**src/ppmux_pkg.sv**
```systemverilog
// Package with register map, field layout, reset values and widths of the pin function mux.
package ppmux_pkg;

    // Bus and port widths.
    localparam int ADDR_W = 6;
    localparam int DATA_W = 8;
    localparam int PORT_A_W = 4;
    localparam int PORT_B_W = 8;
    localparam int PIN_W = 12;

    // Byte offsets of the registers on the plain register port.
    localparam logic [5:0] OFF_A_OUT = 6'h00;
    localparam logic [5:0] OFF_A_DIR = 6'h04;
    localparam logic [5:0] OFF_A_PULLUP = 6'h08;
    localparam logic [5:0] OFF_A_MODE = 6'h0c;
    localparam logic [5:0] OFF_A_PIN = 6'h10;
    localparam logic [5:0] OFF_B_OUT = 6'h14;
    localparam logic [5:0] OFF_B_DIR = 6'h18;
    localparam logic [5:0] OFF_B_PULLUP = 6'h1c;
    localparam logic [5:0] OFF_B_MODE = 6'h20;
    localparam logic [5:0] OFF_B_PIN = 6'h24;
    localparam logic [5:0] OFF_ALT_SEL = 6'h28;
    localparam logic [5:0] OFF_IRQ_EDGE = 6'h2c;
    localparam logic [5:0] OFF_IRQ_STATUS = 6'h30;
    localparam logic [5:0] OFF_IRQ_MASK = 6'h34;

    // Reset values: port mode, every pin an input, no pull-up.
    localparam logic [3:0] RST_A_OUT = 4'h0;
    localparam logic [3:0] RST_A_DIR = 4'hf;
    localparam logic [3:0] RST_A_PULLUP = 4'h0;
    localparam logic [3:0] RST_A_MODE = 4'h0;
    localparam logic [7:0] RST_B_OUT = 8'h00;
    localparam logic [7:0] RST_B_DIR = 8'hff;
    localparam logic [7:0] RST_B_PULLUP = 8'h00;
    localparam logic [7:0] RST_B_MODE = 8'h00;
    localparam logic [0:0] RST_ALT_SEL = 1'h0;
    localparam logic [1:0] RST_IRQ_EDGE = 2'h0;
    localparam logic [0:0] RST_IRQ_STATUS = 1'h0;
    localparam logic [0:0] RST_IRQ_MASK = 1'h0;

    // Field positions.
    localparam int EDGE_RISE_BIT = 0;
    localparam int EDGE_FALL_BIT = 1;
    localparam int ALT_UART_A_TX_BIT = 0;
    localparam int STAT_EXT_IRQ_5_BIT = 0;

    // Pin positions inside the two groups.
    localparam int PA_TIMER16_COUNT = 0;
    localparam int PA_TIMER16_SHARED = 1;
    localparam int PB_CSI_CLOCK = 0;
    localparam int PB_CSI_DATA_IN = 1;
    localparam int PB_CSI_DATA_OUT = 2;
    localparam int PB_UART_B_TX = 3;
    localparam int PB_UART_B_RX = 4;
    localparam int PB_TIMER_H_A = 5;
    localparam int PB_TIMER_H_B = 6;
    localparam int PB_TIMER8 = 7;

endpackage

```
**src/ppmux_sync_if.sv**
```systemverilog
// Interface between the mux and its pin synchroniser.
interface ppmux_sync_if;
    logic [ppmux_pkg::PIN_W-1:0] raw;
    logic [ppmux_pkg::PIN_W-1:0] level;
    logic [ppmux_pkg::PIN_W-1:0] rise;
    logic [ppmux_pkg::PIN_W-1:0] fall;
    modport sync_side (input raw, output level, output rise, output fall);
    modport mux_side (output raw, input level, input rise, input fall);
endinterface

```
**src/ppmux_top.sv**
```systemverilog
// Per-pin port and peripheral function multiplexer for a 4-bit and an 8-bit port group.
//
// Notes on behaviour
// - Four-bit group carries port or 16-bit timer.
// - Port or control mode chosen per pin.
// - Group A direction bit sets pin direction.
// - Group A pull-up follows its option register while the pin is an input.
// - Eight-bit group carries irq, serial, timers.
// - Group B direction bit sets pin direction.
// - Group B pull-up follows its option register while the pin is an input.
// - Interrupt five edge: rising, falling, both.
// - First timer pin: count clock and captures.
// - Second timer pin: capture A, shares output.
// - Every pin is an input after reset.
// - Serial clock pin is bidirectional, shares transmit.
// - Receive inputs share pins as listed.
// - Timer 8 input and output share pin.
module ppmux_top (
    input wire logic clock,
    input wire logic rst,
    input wire logic [ppmux_pkg::ADDR_W-1:0] reg_addr,
    input wire logic [ppmux_pkg::DATA_W-1:0] reg_wdata,
    input wire logic reg_write,
    input wire logic reg_read,
    output logic [ppmux_pkg::DATA_W-1:0] reg_rdata,
    output logic irq,
    input wire logic [ppmux_pkg::PORT_A_W-1:0] pin_a_in,
    output logic [ppmux_pkg::PORT_A_W-1:0] pin_a_out,
    output logic [ppmux_pkg::PORT_A_W-1:0] pin_a_oe,
    output logic [ppmux_pkg::PORT_A_W-1:0] pin_a_pullup,
    input wire logic [ppmux_pkg::PORT_B_W-1:0] pin_b_in,
    output logic [ppmux_pkg::PORT_B_W-1:0] pin_b_out,
    output logic [ppmux_pkg::PORT_B_W-1:0] pin_b_oe,
    output logic [ppmux_pkg::PORT_B_W-1:0] pin_b_pullup,
    input wire logic timer16_out,
    input wire logic csi_data_out,
    input wire logic csi_clock_out,
    input wire logic uart_a_tx,
    input wire logic uart_b_tx,
    input wire logic timer8_out,
    input wire logic timer_h_a_out,
    input wire logic timer_h_b_out,
    output logic timer16_count_capture_in,
    output logic timer16_capture_in,
    output logic csi_data_in,
    output logic csi_clock_in,
    output logic uart_a_rx,
    output logic uart_b_rx,
    output logic timer8_count_in,
    output logic ext_irq_in_5,
    output logic ext_irq_5_event
);
    localparam int AW = ppmux_pkg::PORT_A_W;
    localparam int BW = ppmux_pkg::PORT_B_W;

    // Edge qualifier, used for the event flag and for the peripheral pulse.
    function automatic logic edge_hit(input logic [1:0] sel, input logic rise, input logic fall);
        edge_hit = (sel[ppmux_pkg::EDGE_RISE_BIT] & rise) | (sel[ppmux_pkg::EDGE_FALL_BIT] & fall);
    endfunction

    // Software-visible state.
    logic [AW-1:0] port_a_out_reg;
    logic [AW-1:0] port_a_direction_reg;
    logic [AW-1:0] port_a_pullup_reg;
    logic [AW-1:0] port_a_mode_reg;
    logic [BW-1:0] port_b_out_reg;
    logic [BW-1:0] port_b_direction_reg;
    logic [BW-1:0] port_b_pullup_reg;
    logic [BW-1:0] port_b_mode_reg;
    logic [0:0] alt_sel_reg;
    logic [1:0] irq_edge_reg;
    logic [0:0] irq_status_reg;
    logic [0:0] irq_mask_reg;
    logic [0:0] irq_status_next;

    // Synchronised pad levels and their edges.
    // Pads are asynchronous to the system clock, so no logic reads them before two flip-flops.
    ppmux_sync_if sif ();

    ppmux_sync u_sync (
        .clock(clock),
        .rst(rst),
        .sif(sif)
    );

    assign sif.raw = {pin_b_in, pin_a_in};

    logic [AW-1:0] lvl_a;
    logic [BW-1:0] lvl_b;
    assign lvl_a = sif.level[AW-1:0];
    assign lvl_b = sif.level[ppmux_pkg::PIN_W-1:AW];

    // Address decode.
    logic hit_a_out;
    logic hit_a_dir;
    logic hit_a_pu;
    logic hit_a_mode;
    logic hit_a_pin;
    logic hit_b_out;
    logic hit_b_dir;
    logic hit_b_pu;
    logic hit_b_mode;
    logic hit_b_pin;
    logic hit_alt;
    logic hit_edge;
    logic hit_status;
    logic hit_mask;
    assign hit_a_out = reg_addr == ppmux_pkg::OFF_A_OUT;
    assign hit_a_dir = reg_addr == ppmux_pkg::OFF_A_DIR;
    assign hit_a_pu = reg_addr == ppmux_pkg::OFF_A_PULLUP;
    assign hit_a_mode = reg_addr == ppmux_pkg::OFF_A_MODE;
    assign hit_a_pin = reg_addr == ppmux_pkg::OFF_A_PIN;
    assign hit_b_out = reg_addr == ppmux_pkg::OFF_B_OUT;
    assign hit_b_dir = reg_addr == ppmux_pkg::OFF_B_DIR;
    assign hit_b_pu = reg_addr == ppmux_pkg::OFF_B_PULLUP;
    assign hit_b_mode = reg_addr == ppmux_pkg::OFF_B_MODE;
    assign hit_b_pin = reg_addr == ppmux_pkg::OFF_B_PIN;
    assign hit_alt = reg_addr == ppmux_pkg::OFF_ALT_SEL;
    assign hit_edge = reg_addr == ppmux_pkg::OFF_IRQ_EDGE;
    assign hit_status = reg_addr == ppmux_pkg::OFF_IRQ_STATUS;
    assign hit_mask = reg_addr == ppmux_pkg::OFF_IRQ_MASK;

    // Read selection; unmapped offsets read as zero.
    // Pin levels are read after the synchroniser, so software sees a pad two cycles late.
    localparam int DATA_W_LOCAL = ppmux_pkg::DATA_W;
    logic [DATA_W_LOCAL-1:0] rd_mux;
    assign rd_mux = ({8{hit_a_out}} & {4'h0, port_a_out_reg})
        | ({8{hit_a_dir}} & {4'h0, port_a_direction_reg})
        | ({8{hit_a_pu}} & {4'h0, port_a_pullup_reg})
        | ({8{hit_a_mode}} & {4'h0, port_a_mode_reg})
        | ({8{hit_a_pin}} & {4'h0, lvl_a})
        | ({8{hit_b_out}} & port_b_out_reg)
        | ({8{hit_b_dir}} & port_b_direction_reg)
        | ({8{hit_b_pu}} & port_b_pullup_reg)
        | ({8{hit_b_mode}} & port_b_mode_reg)
        | ({8{hit_b_pin}} & lvl_b)
        | ({8{hit_alt}} & {7'h00, alt_sel_reg})
        | ({8{hit_edge}} & {6'h00, irq_edge_reg})
        | ({8{hit_status}} & {7'h00, irq_status_reg})
        | ({8{hit_mask}} & {7'h00, irq_mask_reg});

    // Read data stand only in the cycle after the read strobe.
    always_ff @(posedge clock or posedge rst) begin
        if (rst) begin
            reg_rdata <= '0;
        end else begin
            reg_rdata <= reg_read ? rd_mux : '0;
        end
    end

    // reset to input
    // Direction registers reset to all inputs and modes to port mode.
    always_ff @(posedge clock or posedge rst) begin
        if (rst) begin
            port_a_out_reg <= ppmux_pkg::RST_A_OUT;
            port_a_direction_reg <= ppmux_pkg::RST_A_DIR;
            port_a_pullup_reg <= ppmux_pkg::RST_A_PULLUP;
            port_a_mode_reg <= ppmux_pkg::RST_A_MODE;
        end else if (reg_write) begin
            if (hit_a_out) port_a_out_reg <= reg_wdata[AW-1:0];
            if (hit_a_dir) port_a_direction_reg <= reg_wdata[AW-1:0];
            if (hit_a_pu) port_a_pullup_reg <= reg_wdata[AW-1:0];
            if (hit_a_mode) port_a_mode_reg <= reg_wdata[AW-1:0];
        end
    end

    // Group B and the shared configuration registers.
    always_ff @(posedge clock or posedge rst) begin
        if (rst) begin
            port_b_out_reg <= ppmux_pkg::RST_B_OUT;
            port_b_direction_reg <= ppmux_pkg::RST_B_DIR;
            port_b_pullup_reg <= ppmux_pkg::RST_B_PULLUP;
            port_b_mode_reg <= ppmux_pkg::RST_B_MODE;
            alt_sel_reg <= ppmux_pkg::RST_ALT_SEL;
            irq_edge_reg <= ppmux_pkg::RST_IRQ_EDGE;
            irq_mask_reg <= ppmux_pkg::RST_IRQ_MASK;
        end else if (reg_write) begin
            if (hit_b_out) port_b_out_reg <= reg_wdata;
            if (hit_b_dir) port_b_direction_reg <= reg_wdata;
            if (hit_b_pu) port_b_pullup_reg <= reg_wdata;
            if (hit_b_mode) port_b_mode_reg <= reg_wdata;
            if (hit_alt) alt_sel_reg <= reg_wdata[0:0];
            if (hit_edge) irq_edge_reg <= reg_wdata[1:0];
            if (hit_mask) irq_mask_reg <= reg_wdata[0:0];
        end
    end

    // Peripheral output candidates per pin; pins without an output function use the latch.
    logic [AW-1:0] func_a;
    logic [BW-1:0] func_b;
    logic p10_func;
    assign p10_func = alt_sel_reg[ppmux_pkg::ALT_UART_A_TX_BIT] ? uart_a_tx : csi_clock_out;
    assign func_a = {port_a_out_reg[3], port_a_out_reg[2], timer16_out, port_a_out_reg[0]};
    assign func_b = {timer8_out, timer_h_b_out, timer_h_a_out, port_b_out_reg[4],
        uart_b_tx, csi_data_out, port_b_out_reg[1], p10_func};

    // Drive enable follows the direction bit in both modes; control mode picks the function.
    logic [AW-1:0] oe_a_next;
    logic [AW-1:0] val_a_next;
    logic [AW-1:0] pu_a_next;
    logic [BW-1:0] oe_b_next;
    logic [BW-1:0] val_b_next;
    logic [BW-1:0] pu_b_next;
    genvar gi;
    generate
        for (gi = 0; gi < AW; gi++) begin : g_pin_a
            assign oe_a_next[gi] = ~port_a_direction_reg[gi];
            assign val_a_next[gi] = port_a_mode_reg[gi] ? func_a[gi] : port_a_out_reg[gi];
            assign pu_a_next[gi] = port_a_pullup_reg[gi] & port_a_direction_reg[gi];
        end
        for (gi = 0; gi < BW; gi++) begin : g_pin_b
            assign oe_b_next[gi] = ~port_b_direction_reg[gi];
            assign val_b_next[gi] = port_b_mode_reg[gi] ? func_b[gi] : port_b_out_reg[gi];
            assign pu_b_next[gi] = port_b_pullup_reg[gi] & port_b_direction_reg[gi];
        end
    endgenerate

    // Pad controls are registered so the pads never see decode glitches.
    always_ff @(posedge clock or posedge rst) begin
        if (rst) begin
            pin_a_out <= '0;
            pin_a_oe <= '0;
            pin_a_pullup <= '0;
            pin_b_out <= '0;
            pin_b_oe <= '0;
            pin_b_pullup <= '0;
        end else begin
            pin_a_out <= val_a_next;
            pin_a_oe <= oe_a_next;
            pin_a_pullup <= pu_a_next;
            pin_b_out <= val_b_next;
            pin_b_oe <= oe_b_next;
            pin_b_pullup <= pu_b_next;
        end
    end

    // A peripheral sees its pin only while that pin is in control mode as an input.
    // The gate keeps a driving pin from echoing its own output back into a peripheral.
    logic [AW-1:0] take_a;
    logic [BW-1:0] take_b;
    assign take_a = port_a_mode_reg & port_a_direction_reg;
    assign take_b = port_b_mode_reg & port_b_direction_reg;

    logic irq5_edge;
    assign irq5_edge = take_b[ppmux_pkg::PB_TIMER_H_B]
        & edge_hit(irq_edge_reg, sif.rise[AW + ppmux_pkg::PB_TIMER_H_B],
        sif.fall[AW + ppmux_pkg::PB_TIMER_H_B]);

    // Peripheral inputs; receive lines idle high when not connected, others idle low.
    always_ff @(posedge clock or posedge rst) begin
        if (rst) begin
            timer16_count_capture_in <= 1'b0;
            timer16_capture_in <= 1'b0;
            csi_data_in <= 1'b0;
            csi_clock_in <= 1'b0;
            uart_a_rx <= 1'b1;
            uart_b_rx <= 1'b1;
            timer8_count_in <= 1'b0;
            ext_irq_in_5 <= 1'b0;
            ext_irq_5_event <= 1'b0;
        end else begin
            timer16_count_capture_in <= take_a[ppmux_pkg::PA_TIMER16_COUNT]
                & lvl_a[ppmux_pkg::PA_TIMER16_COUNT];
            timer16_capture_in <= take_a[ppmux_pkg::PA_TIMER16_SHARED]
                & lvl_a[ppmux_pkg::PA_TIMER16_SHARED];
            csi_data_in <= take_b[ppmux_pkg::PB_CSI_DATA_IN] & lvl_b[ppmux_pkg::PB_CSI_DATA_IN];
            uart_a_rx <= ~take_b[ppmux_pkg::PB_CSI_DATA_IN] | lvl_b[ppmux_pkg::PB_CSI_DATA_IN];
            uart_b_rx <= ~take_b[ppmux_pkg::PB_UART_B_RX] | lvl_b[ppmux_pkg::PB_UART_B_RX];
            csi_clock_in <= take_b[ppmux_pkg::PB_CSI_CLOCK] & lvl_b[ppmux_pkg::PB_CSI_CLOCK];
            timer8_count_in <= take_b[ppmux_pkg::PB_TIMER8] & lvl_b[ppmux_pkg::PB_TIMER8];
            ext_irq_in_5 <= take_b[ppmux_pkg::PB_TIMER_H_B] & lvl_b[ppmux_pkg::PB_TIMER_H_B];
            ext_irq_5_event <= irq5_edge;
        end
    end

    // Read of the status register clears it, but a new edge in that cycle wins.
    // Losing an edge is worse than one extra interrupt, hence the set has priority.
    assign irq_status_next[ppmux_pkg::STAT_EXT_IRQ_5_BIT] = irq5_edge
        | (irq_status_reg[ppmux_pkg::STAT_EXT_IRQ_5_BIT] & ~(reg_read & hit_status));

    // Sticky status and the masked level interrupt.
    always_ff @(posedge clock or posedge rst) begin
        if (rst) begin
            irq_status_reg <= ppmux_pkg::RST_IRQ_STATUS;
            irq <= 1'b0;
        end else begin
            irq_status_reg <= irq_status_next;
            irq <= |(irq_status_next & irq_mask_reg);
        end
    end
endmodule

```
**src/ppmux_sync.sv**
```systemverilog
// Two-flop synchroniser and edge detector for all twelve pads.
module ppmux_sync (
    input wire logic clock,
    input wire logic rst,
    ppmux_sync_if.sync_side sif
);
    logic [ppmux_pkg::PIN_W-1:0] meta_reg;
    logic [ppmux_pkg::PIN_W-1:0] sync_reg;
    logic [ppmux_pkg::PIN_W-1:0] prev_reg;

    // The first stage is read only by the second; edges are taken between later stages.
    always_ff @(posedge clock or posedge rst) begin
        if (rst) begin
            meta_reg <= '0;
            sync_reg <= '0;
            prev_reg <= '0;
        end else begin
            meta_reg <= sif.raw;
            sync_reg <= meta_reg;
            prev_reg <= sync_reg;
        end
    end

    // Edge pulses last one cycle each.
    assign sif.level = sync_reg;
    assign sif.rise = sync_reg & ~prev_reg;
    assign sif.fall = ~sync_reg & prev_reg;
endmodule

```
**config.mk**
```make
export PLATFORM = sky130hd
export DESIGN_NAME = ppmux_top
export DESIGN_NICKNAME = d
export VERILOG_FILES = /design/src/ppmux_pkg.sv /design/src/ppmux_sync_if.sv /design/src/ppmux_top.sv /design/src/ppmux_sync.sv
export SDC_FILE = /design/constraint.sdc
export NUM_CORES = 1
export LEC_CHECK = 0
export ABC_AREA = 1
export BUFFER_PORTS_ARGS = -buffer_cell sky130_fd_sc_hd__buf_2
export CORE_UTILIZATION = 50
export CTS_CLUSTER_SIZE = 30
export DETAILED_ROUTE_END_ITERATION = 8
export PLACE_DENSITY = 0.79
export RECOVER_POWER = 25
export SYNTH_ARGS = -nofsm -noshare
export SYNTH_HDL_FRONTEND = slang
export SYNTH_SLANG_ARGS = --single-unit
```
**constraint.sdc**
```tcl
create_clock -name clock -period 3.9 [get_ports clock]
set_clock_uncertainty 0.15 [all_clocks]
set_input_delay 0.195 -clock clock [delete_from_list [all_inputs] [get_ports clock]]
set_output_delay 0.195 -clock clock [all_outputs]
set_load 0.005 [all_outputs]
```
Word-level counts from Yosys, hierarchy flattened
Cells that the tools add are included.
- reduce and logical (&&, ||, !) cells: 12
- equality and inequality tests: 13
- bitwise operators: 76
- muxes and demuxes: 9
- operators with widths (operator ; count):
    $or A8 B8 Y8 ; 13
    $and A8 B8 Y8 ; 6
    $and A8 B4 Y8 ; 5
    $eq A6 B6 Y1 const B ; 6
    $and A1 B1 Y1 ; 24
    $and A8 B1 Y8 ; 3
    $eq A6 B5 Y1 const B ; 4
    $and A11 B11 Y11 ; 2
    $not A11 Y11 ; 2
    $reduce_and A2 Y1 ; 11
    $not A1 Y1 ; 15
    $eq A6 B4 Y1 const B ; 2
    $and A8 B2 Y8 ; 1
    $mux W1 ; 8
    $mux W8 ; 1
    $eq A6 B3 Y1 const B ; 1
    $logic_not A6 Y1 ; 1
    $or A1 B1 Y1 ; 4
    $and A2 B2 Y2 ; 1
- input bits: 38
- bits in registers: 142
- logic and storage cells: 142
- output and inout port bits: 54

Depth between registers and ports, before layout
Gate-level depths: netlist of run 1.
- depth after elaboration: 16
- gate-level depth with buffers: 10
- depth with buffers taken out: 10

Cells and area by module
From an unflattened synthesis of run 1, not the netlist that was laid out.
- cells, all modules: 566
- area, all modules: 5594.1 um^2
- modules (own cells, without submodules) (module ; cells each ; instances ; area each (um^2) ; seq. area each (um^2)):
    ppmux_top ; 481 ; 1 ; 4509.3 ; 2695.1
    ppmux_sync ; 85 ; 1 ; 1084.8 ; 900.9

Worst setup path before layout of run 1
OpenSTA, ideal clock, no wires.
- path type: input to register
- start point: input port reg_addr[2] in the netlist's numbering
- end point: register port_b_mode_reg[0]
- arrival: 1010 ps
- cell stages on the path: 7
- library setup time: 124 ps
- setup slack: 2615 ps
- required time: 3626 ps
- path buffers: 1
- path through: nor2_2 nand2_2 nor2_8 nand2_4 buf_6 nand2_1 o21ai_2
- cells in the longest elaborated chain, start to end: 2
- ends and longest elaborated chain (element ; RTL line ; text):
    from (decl) ; ppmux_top.sv:21 ; input wire logic [ppmux_pkg::ADDR_W-1:0] reg_addr,
    $eq A6 B6 Y1 ; ppmux_top.sv:116 ; assign hit_b_mode = reg_addr == ppmux_pkg::OFF_B_MODE;
    $reduce_and A2 Y1 (no line) ; -- ;
    to (signal assigned) ; ppmux_top.sv:173 ; port_b_mode_reg <= ppmux_pkg::RST_B_MODE;
    to (signal assigned) ; ppmux_top.sv:181 ; if (hit_b_mode) port_b_mode_reg <= reg_wdata;
    to (decl) ; ppmux_top.sv:69 ; logic [BW-1:0] port_b_mode_reg;
Every way passes these cells.
A chain may end at the register's enable or synchronous reset.

Worst setup path in the final report of run 1
- start point: input port reg_addr[5] in the netlist's numbering
- end point: register reg_rdata[5] in the netlist's numbering
- cells in the longest elaborated chain, start to end: 16
- elaborated cells between the ends (all ways): 42
- those cells by class: eq/ne: 13; mux: 1; bitwise: 27; reduce/logical: 1
- ends and longest elaborated chain (element ; RTL line ; text):
    $eq A6 B3 Y1 / $logic_not A6 Y1 (equally long branches) ; ppmux_top.sv:109, ppmux_top.sv:108 ;
    $and A8 B4 Y8 (on tied branches) ; ppmux_top.sv:128, ppmux_top.sv:127 ;
    $or A8 B8 Y8 ; ppmux_top.sv:128 ; | ({8{hit_a_dir}} & {4'h0, port_a_direction_reg})
    $or A8 B8 Y8 ; ppmux_top.sv:129 ; | ({8{hit_a_pu}} & {4'h0, port_a_pullup_reg})
    $or A8 B8 Y8 ; ppmux_top.sv:130 ; | ({8{hit_a_mode}} & {4'h0, port_a_mode_reg})
    $or A8 B8 Y8 ; ppmux_top.sv:131 ; | ({8{hit_a_pin}} & {4'h0, lvl_a})
    $or A8 B8 Y8 ; ppmux_top.sv:132 ; | ({8{hit_b_out}} & port_b_out_reg)
    $or A8 B8 Y8 ; ppmux_top.sv:133 ; | ({8{hit_b_dir}} & port_b_direction_reg)
    $or A8 B8 Y8 ; ppmux_top.sv:134 ; | ({8{hit_b_pu}} & port_b_pullup_reg)
    $or A8 B8 Y8 ; ppmux_top.sv:135 ; | ({8{hit_b_mode}} & port_b_mode_reg)
    $or A8 B8 Y8 ; ppmux_top.sv:136 ; | ({8{hit_b_pin}} & lvl_b)
    $or A8 B8 Y8 ; ppmux_top.sv:137 ; | ({8{hit_alt}} & {7'h00, alt_sel_reg})
    $or A8 B8 Y8 ; ppmux_top.sv:138 ; | ({8{hit_edge}} & {6'h00, irq_edge_reg})
    $or A8 B8 Y8 ; ppmux_top.sv:139 ; | ({8{hit_status}} & {7'h00, irq_status_reg})
    $or A8 B8 Y8 * ; ppmux_top.sv:140 ; | ({8{hit_mask}} & {7'h00, irq_mask_reg});
    $mux W8 * ; ppmux_top.sv:147 ; reg_rdata <= reg_read ? rd_mux : '0;
    to (signal assigned) ; ppmux_top.sv:147 ;
    to (decl) ; ppmux_top.sv:25 ; output logic [ppmux_pkg::DATA_W-1:0] reg_rdata,
Mark *: on every way between the ends. The rest lies on a longest branch, timed or not.

==> results of run 1 <==
power groups by stage:
| stage | registers [mW] | logic (mW) | clock network [mW] |
|---|---|---|---|
| 4_1_cts | 1.63 | 0.343 | 1.48 |
| 6_report | 1.63 | 0.342 | 1.47 |
| 3_5_place_dp | 1.65 | 0.310 | 0 |
| 3_3_place_gp | 1.65 | 0.299 | 0 |
| 2_1_floorplan | 1.63 | 0.179 | 0 |
| 5_1_grt | 1.64 | 0.382 | 1.55 |
metal layers:
| metal | up-vias | part of all wire | wire length [um] |
|---|---|---|---|
| met3 | 38 | 0.066 | 804 |
| met2 | 207 | 0.51 | 6160 |
| met1 | 1942 | 0.40 | 4830 |
| met5 | - | 0 | 0 |
| met4 | 0 | 0.032 | 386 |
| li1 | 1871 | - | - |
worst max path at each step:
stage / endpoint / depth (start not counted) / startpoint / slack (ps)
after global routing: reg_rdata[7] / 10 / reg_addr[5] / 1880
after detailed placement: reg_rdata[6] / 8 / reg_addr[0] / 1890
after floorplan: alt_sel_reg / 1 / rst / 50
final: reg_rdata[5] / 10 / reg_addr[5] / 1970
after global placement: reg_rdata[4] / 8 / reg_addr[0] / 1970
after CTS: port_a_out_reg[1] / 8 / reg_addr[5] / 2240
logic make-up (layout without fill, tap and decap cells):
logic type | count (synthesis) | count (layout) | synth area share
buf+inv | 65 | 216 | 0.0564
compound gates | 65 | 65 | 0.0805
flops | 132 | 132 | 0.640
mux | 4 | 4 | 0.00868
simple gates | 238 | 238 | 0.215
final cells by class:
class,instances,area [um^2]
timing repair buffer,126,798
fill,749,3260
tap,133,166
clock buffer,21,459
sequential,132,3320
multi-input combinational,307,1580
clock inverter,11,103
inverter,58,221
cells in the mapped netlist (all sizes together):
| library cell | n |
|---|---|
| a211o | 1 |
| a21boi | 1 |
| a21oi | 8 |
| a31oi | 1 |
| and3 | 1 |
| buf | 7 |
| clkinv | 1 |
| dfrtp | 118 |
| dfstp | 14 |
| inv | 57 |
| mux2 | 4 |
| nand2 | 148 |
| nand3 | 30 |
| nand3b | 2 |
| nand4 | 6 |
| nor2 | 50 |
| nor3 | 1 |
| o21ai | 53 |
| o31ai | 1 |
per-stage QoR:
stage                     power (mW)   util  instances
final                           3.44  0.671        788
after global routing            3.57  0.671        788
after CTS                       3.46  0.671        788
after detailed placement        1.96  0.581        723
after global placement          1.95  0.581        723
after floorplan                 1.81      -        504
worst max-delay path, stage by stage:
cell and delay, ps:
sky130_fd_sc_hd__dlygate4sd3_1 540, sky130_fd_sc_hd__clkbuf_1 250, sky130_fd_sc_hd__nand2_4 180, sky130_fd_sc_hd__clkinvlp_2 300
sky130_fd_sc_hd__nand2_1 300, sky130_fd_sc_hd__inv_1 90, sky130_fd_sc_hd__nand2_1 70, sky130_fd_sc_hd__nand3_1 70
sky130_fd_sc_hd__nor2_1 130, sky130_fd_sc_hd__nor2_1 50
==> flow_summary_export.csv, run 1 <==
group,metric,value,unit
clock_network,post_cts_buffers,0,
clock_network,cts.sinks,132,
detailed_routing,postRouteAntennaNets,0,
sta,relative_slew_slack,0.356,
place,io_buffer_count,91,
sta,period_needed,1930,ps
detailed_routing,route.vias.total,4058,
pwr,clock_power_share,0.427,
synth,syn-cell-area,5190,um^2
setup_path,critical_path.endpoint_type,"register",
setup_path,worstReg2RegStart,"alt_sel_reg",
synth,syn-instance-count,504,
place,post_detailed_placement_cell_area,5760,um^2
detailed_routing,wl_per_cell,15.5,um
floorplan,chipWidth,104,um
place,dp_hpwl,7.77,mm
setup_path,crit_fanout,9,
synth,synth_largest_type_area_fraction,0.569,
pwr,cellPowerDensity,517,nW/um^2
sta,period_share,0.495,
setup_path,critical_path_startpoint_category,"input port",
finish,layout_commonest_cell,"sky130_fd_sc_hd__nand2_1",
flow_run,max-cap-violations,0,
floorplan,fp.coreArea,9910,um^2
detailed_routing,detail_route.first_pass.iterations,5,
pwr,intPower,2.57,mW
sta,finalHoldWorstSlack,55.1,ps
clock_network,clock-root-buffer,"sky130_fd_sc_hd__clkbuf_8",
sta,drv_slew,0,
place,gpl.final_weighted_congestion,0.911,
floorplan,die_y,104,um
sta,post-route-worst-setup-slack,1970,ps
finish,postLayoutCellArea,6650,um^2
floorplan,starting_density_of_the_core,0.524,
sta,worst_pin_slew,967,ps
clock_network,numCtsBuffers,17,
synth,synth.ff_latch_count,132,
global_route,grt_use_met2,0.395,
sta,max_freq,0.518,GHz
pwr,power.static_leakage,3.43,nW
global_route,met3_capacity_usage_during_global_routing,0.0633,
detailed_routing,drt-initial-drc-count,233,
global_route,most_crowded_layer_after_global_routing,"met2",
synth,yosys.area.top_type,"sky130_fd_sc_hd__dfrtp_1",
sta,finalSetupViolCount,0,
finish,final_net_count,680,
synth,synth-warning-count,0,
sta,finalSetupTns,0,ps
run_status,run_status,"finished, final reports clean",
synth,seq_area_frac_synth,0.640,
global_route,global_route.usage.met1,0.287,
min_path,worst_hold_path.endpoint,"port_a_direction_reg[3]",
finish,area_growth,28.0,%
finish,insertedDiodeCount,0,
clock_network,cts.repair.resized,0,
synth,synth_nets,542,
pwr,power_switching,0.864,mW
pwr,ir_drop,291,uV
clock_network,h_tree_depth,4,
global_route,globalRoute.totalOverflow,0,
synth,synthTopCellsByArea,"sky130_fd_sc_hd__dfrtp_1, sky130_fd_sc_hd__nand2_1, sky130_fd_sc_hd__dfstp_2, sky130_fd_sc_hd__o21ai_2, sky130_fd_sc_hd__inv_1",
min_path,hold_path_class,"in -> reg",
finish,final_cell_mix,"sky130_fd_sc_hd__nand2_1, sky130_fd_sc_hd__dfrtp_1, sky130_fd_sc_hd__buf_2",
global_route,pin_count_of_the_biggest_net_entering_global_routing,83,
synth,syn-mean-instance-area,10.3,um^2
detailed_routing,wl,12.2,mm
clock_network,tritoncts,"built",
floorplan,top_level_ports,92,
setup_path,critPathArrivalTime,2170,ps
pwr,comb_power_share,0.099,
clock_network,insertion_delay,520,ps
global_route,grt_pass1_vias,4102,
sta,grt_setup_unrepaired,"no",
pwr,power_switching_share,0.251,
min_path,hold_crit_start,"reg_addr[3]",
global_route,grt_pass1_wl,19.8,mm
global_route,gr-usage-all-layers,0.240,
floorplan,fp.dieArea,10800,um^2
sta,finalHoldViolCount,0,
setup_path,worst-r2r-setup-slack,2430,ps
setup_path,regToRegEndpoint,"pin_b_out[0]",
synth,yosys.cell_types.count,29,
setup_path,critical_path_start_end_classification,"in -> reg",
detailed_routing,detail_route.vias_per_cell,5.15,
global_route,antenna_found_initial,0,
clock_network,clock_tree.buffer_depth,2,
clock_network,cts_hold_buffers,33,
setup_path,cp_data_required_time,4140,ps
min_path,whs_path_cells,6,
clock_network,cts.clk_slew.worst_paths,60,ps
setup_path,r2r.worst_path.cells,4,
floorplan,core.rowCount,36,
place,place_ws,1890,ps
finish,drive_above_1_share,0.281,
pwr,sequential_share_of_power,0.473,
detailed_routing,drc,0,
Power figures use the tool's default switching activity.
==> inputs of run 2 (changes only) <==
==> constraint.sdc (replaced) <==
create_clock -name clock -period 1.74 [get_ports clock]
set_clock_uncertainty 0.15 [all_clocks]
set_input_delay 0.087 -clock clock [delete_from_list [all_inputs] [get_ports clock]]
set_output_delay 0.087 -clock clock [all_outputs]
set_load 0.005 [all_outputs]
==> flow_summary_export.csv, run 2 (same netlist as run 1, synthesis figures left out) <==
group,metric,value,unit
detailed_routing,drt-initial-drc-count,239,
floorplan,fp.dieArea,10800,um^2
clock_network,insertion_delay,530,ps
place,dp_hpwl,8.05,mm
global_route,pin_count_of_the_biggest_net_entering_global_routing,86,
sta,finalSetupViolCount,0,
finish,insertedDiodeCount,0,
pwr,power_switching,1.99,mW
sta,finalHoldViolCount,0,
min_path,hold_path_class,"in -> reg",
sta,period_share,0.934,
detailed_routing,postRouteAntennaNets,0,
flow_run,max-cap-violations,0,
detailed_routing,drc,0,
pwr,power.static_leakage,3.51,nW
setup_path,timing.critical_path.slowest_stage_cell,"sky130_fd_sc_hd__dlygate4sd3_1",
pwr,sequential_share_of_power,0.468,
finish,layout_commonest_cell,"sky130_fd_sc_hd__nand2_1",
pwr,ir_drop,682,uV
global_route,gr-usage-all-layers,0.242,
pwr,clock_power_share,0.433,
floorplan,core.rowCount,36,
sta,worst_pin_slew,1090,ps
detailed_routing,routed-wl-met3,656,um
floorplan,starting_density_of_the_core,0.524,
detailed_routing,top_layer_used,"met4",
setup_path,critical_path_startpoint_category,"input port",
setup_path,worst_path_largest_cell_delay,550,ps
detailed_routing,route.vias.total,4061,
setup_path,path_cells,"dlygate4sd3_1 > buf_2 > inv_1 > nor3_4 > buf_4 > nand2_1 > dlygate4sd3_1 > o21ai_1",
run_status,run_status,"finished, final reports clean",
pwr,comb_power_share,0.099,
clock_network,cts.repair.resized,0,
global_route,antenna_found_initial,0,
detailed_routing,wl,12.2,mm
setup_path,cp_data_required_time,2050,ps
detailed_routing,wl_met1,5.09,mm
global_route,globalRoute.totalOverflow,0,
clock_network,cts.sinks,132,
sta,max_freq,0.615,GHz
detailed_routing,detail_route.vias_per_cell,5.06,
clock_network,cts.clk_slew.worst_paths,60,ps
sta,period_needed,1630,ps
sta,finalSetupTns,0,ps
setup_path,cp.buffers_inverters,5,
setup_path,critical_path.endpoint_type,"register",
finish,final_cell_mix,"sky130_fd_sc_hd__nand2_1, sky130_fd_sc_hd__dfrtp_1, sky130_fd_sc_hd__buf_2",
setup_path,critPathTopFamily,"buffers and inverters",
finish,area_growth,30.9,%
detailed_routing,detail_route.first_pass.iterations,4,
pwr,overall_power_consumption,7.83,mW
global_route,grt_pass1_vias,4076,
place,io_buffer_count,91,
floorplan,die_y,104,um
detailed_routing,wl_per_cell,15.2,um
detailed_routing,met2RoutedLength,6.24,mm
floorplan,top_level_ports,92,
global_route,grt_pass1_wl,19.8,mm
sta,grt_setup_unrepaired,"no",
clock_network,h_tree_depth,4,
clock_network,clock_tree.buffer_depth,2,
pwr,intPower,5.84,mW
sta,finalHoldWorstSlack,18.0,ps
finish,final.fill_count,758,
pwr,power_switching_share,0.255,
finish,final_net_count,695,
clock_network,clock-root-buffer,"sky130_fd_sc_hd__clkbuf_8",
setup_path,timing.critical_path.mode_cell,"sky130_fd_sc_hd__dlygate4sd3_1",
setup_path,critPathArrivalTime,1930,ps
setup_path,critical_path_start_end_classification,"in -> reg",
sta,relative_slew_slack,0.276,
pwr,cellPowerDensity,1150,nW/um^2
finish,drive_above_1_share,0.303,
floorplan,chipWidth,104,um
sta,drv_slew,0,
floorplan,fp.coreArea,9910,um^2
setup_path,crit_fanout,7,
clock_network,tritoncts,"built",
finish,final_core_utilization,0.686,
clock_network,numCtsBuffers,17,
place,gpl.final_weighted_congestion,0.907,
[run 2: cell count changes in the layout (fill, tap and decap cells not counted), sizes merged, moves of 2 or more]
cell and delta:
buf +6, clkbuf -3, clkinv +2, dlygate4sd3 +9
[run 2: stage by stage]
stage,setup WS (ps),std cells,cell area (um^2)
final,115,803,6800
after global routing,39.6,803,6800
after CTS,0.968,799,6770
after detailed placement,103,727,5800
after global placement,130,727,5800
after floorplan,-123,504,5190
[run 2: cell type report]
class | count | area, um^2 | share of cell area
repair buffers | 141 | 935 | 0.138
multi-input cells | 307 | 1580 | 0.232
flip-flops and latches | 132 | 3320 | 0.489
inverters | 58 | 224 | 0.0330
well taps | 133 | 166 | 0.0245
clock inverters | 14 | 155 | 0.0228
clock buffers | 18 | 418 | 0.0615
[run 2: final timing paths]
kind | start | end | slack (ps) | cells past startpoint
max | reg_write | port_a_direction_reg[1] | 110 | 8
min | reg_addr[5] | alt_sel_reg | 20 | 5
max reg2reg | alt_sel_reg | pin_b_out[0] | 320 | 4
min reg2reg | u_sync.meta_reg[2] | u_sync.sif.level[2] | 200 | 0
max in group asynchronous | rst | reg_rdata[3] | 380 | 4
min in group asynchronous | rst | pin_a_pullup[0] | 130 | 4
[run 2: worst min-delay path, stage by stage]
cell,delay (ps)
sky130_fd_sc_hd__buf_2,170
sky130_fd_sc_hd__nand2_4,130
sky130_fd_sc_hd__inv_4,70
sky130_fd_sc_hd__nand3_1,100
sky130_fd_sc_hd__o21ai_0,90
[run 2: layer usage]
layer	GRT usage	vias up
li1	-	1901
met1	0.300	1994
met2	0.410	147
met3	0.0639	19
met4	0.0847	0
met5	0	-
[run 2: repair_timing]
action / in CTS / in global routing
endpoints found under the hold margin: 213 / 1
endpoints found under the setup margin: 0 / 5
setup buffers: 0 / 2
hold buffers: 40 / 3
[run 2: power by group through the flow]
stage                     combinational [mW]  clock [mW]  sequential (mW)
after floorplan                        0.401           0             3.66
final                                  0.774        3.39             3.67
after CTS                              0.778        3.44             3.66
after global routing                   0.868        3.56             3.70
after detailed placement               0.704           0             3.71
after global placement                 0.679           0             3.70
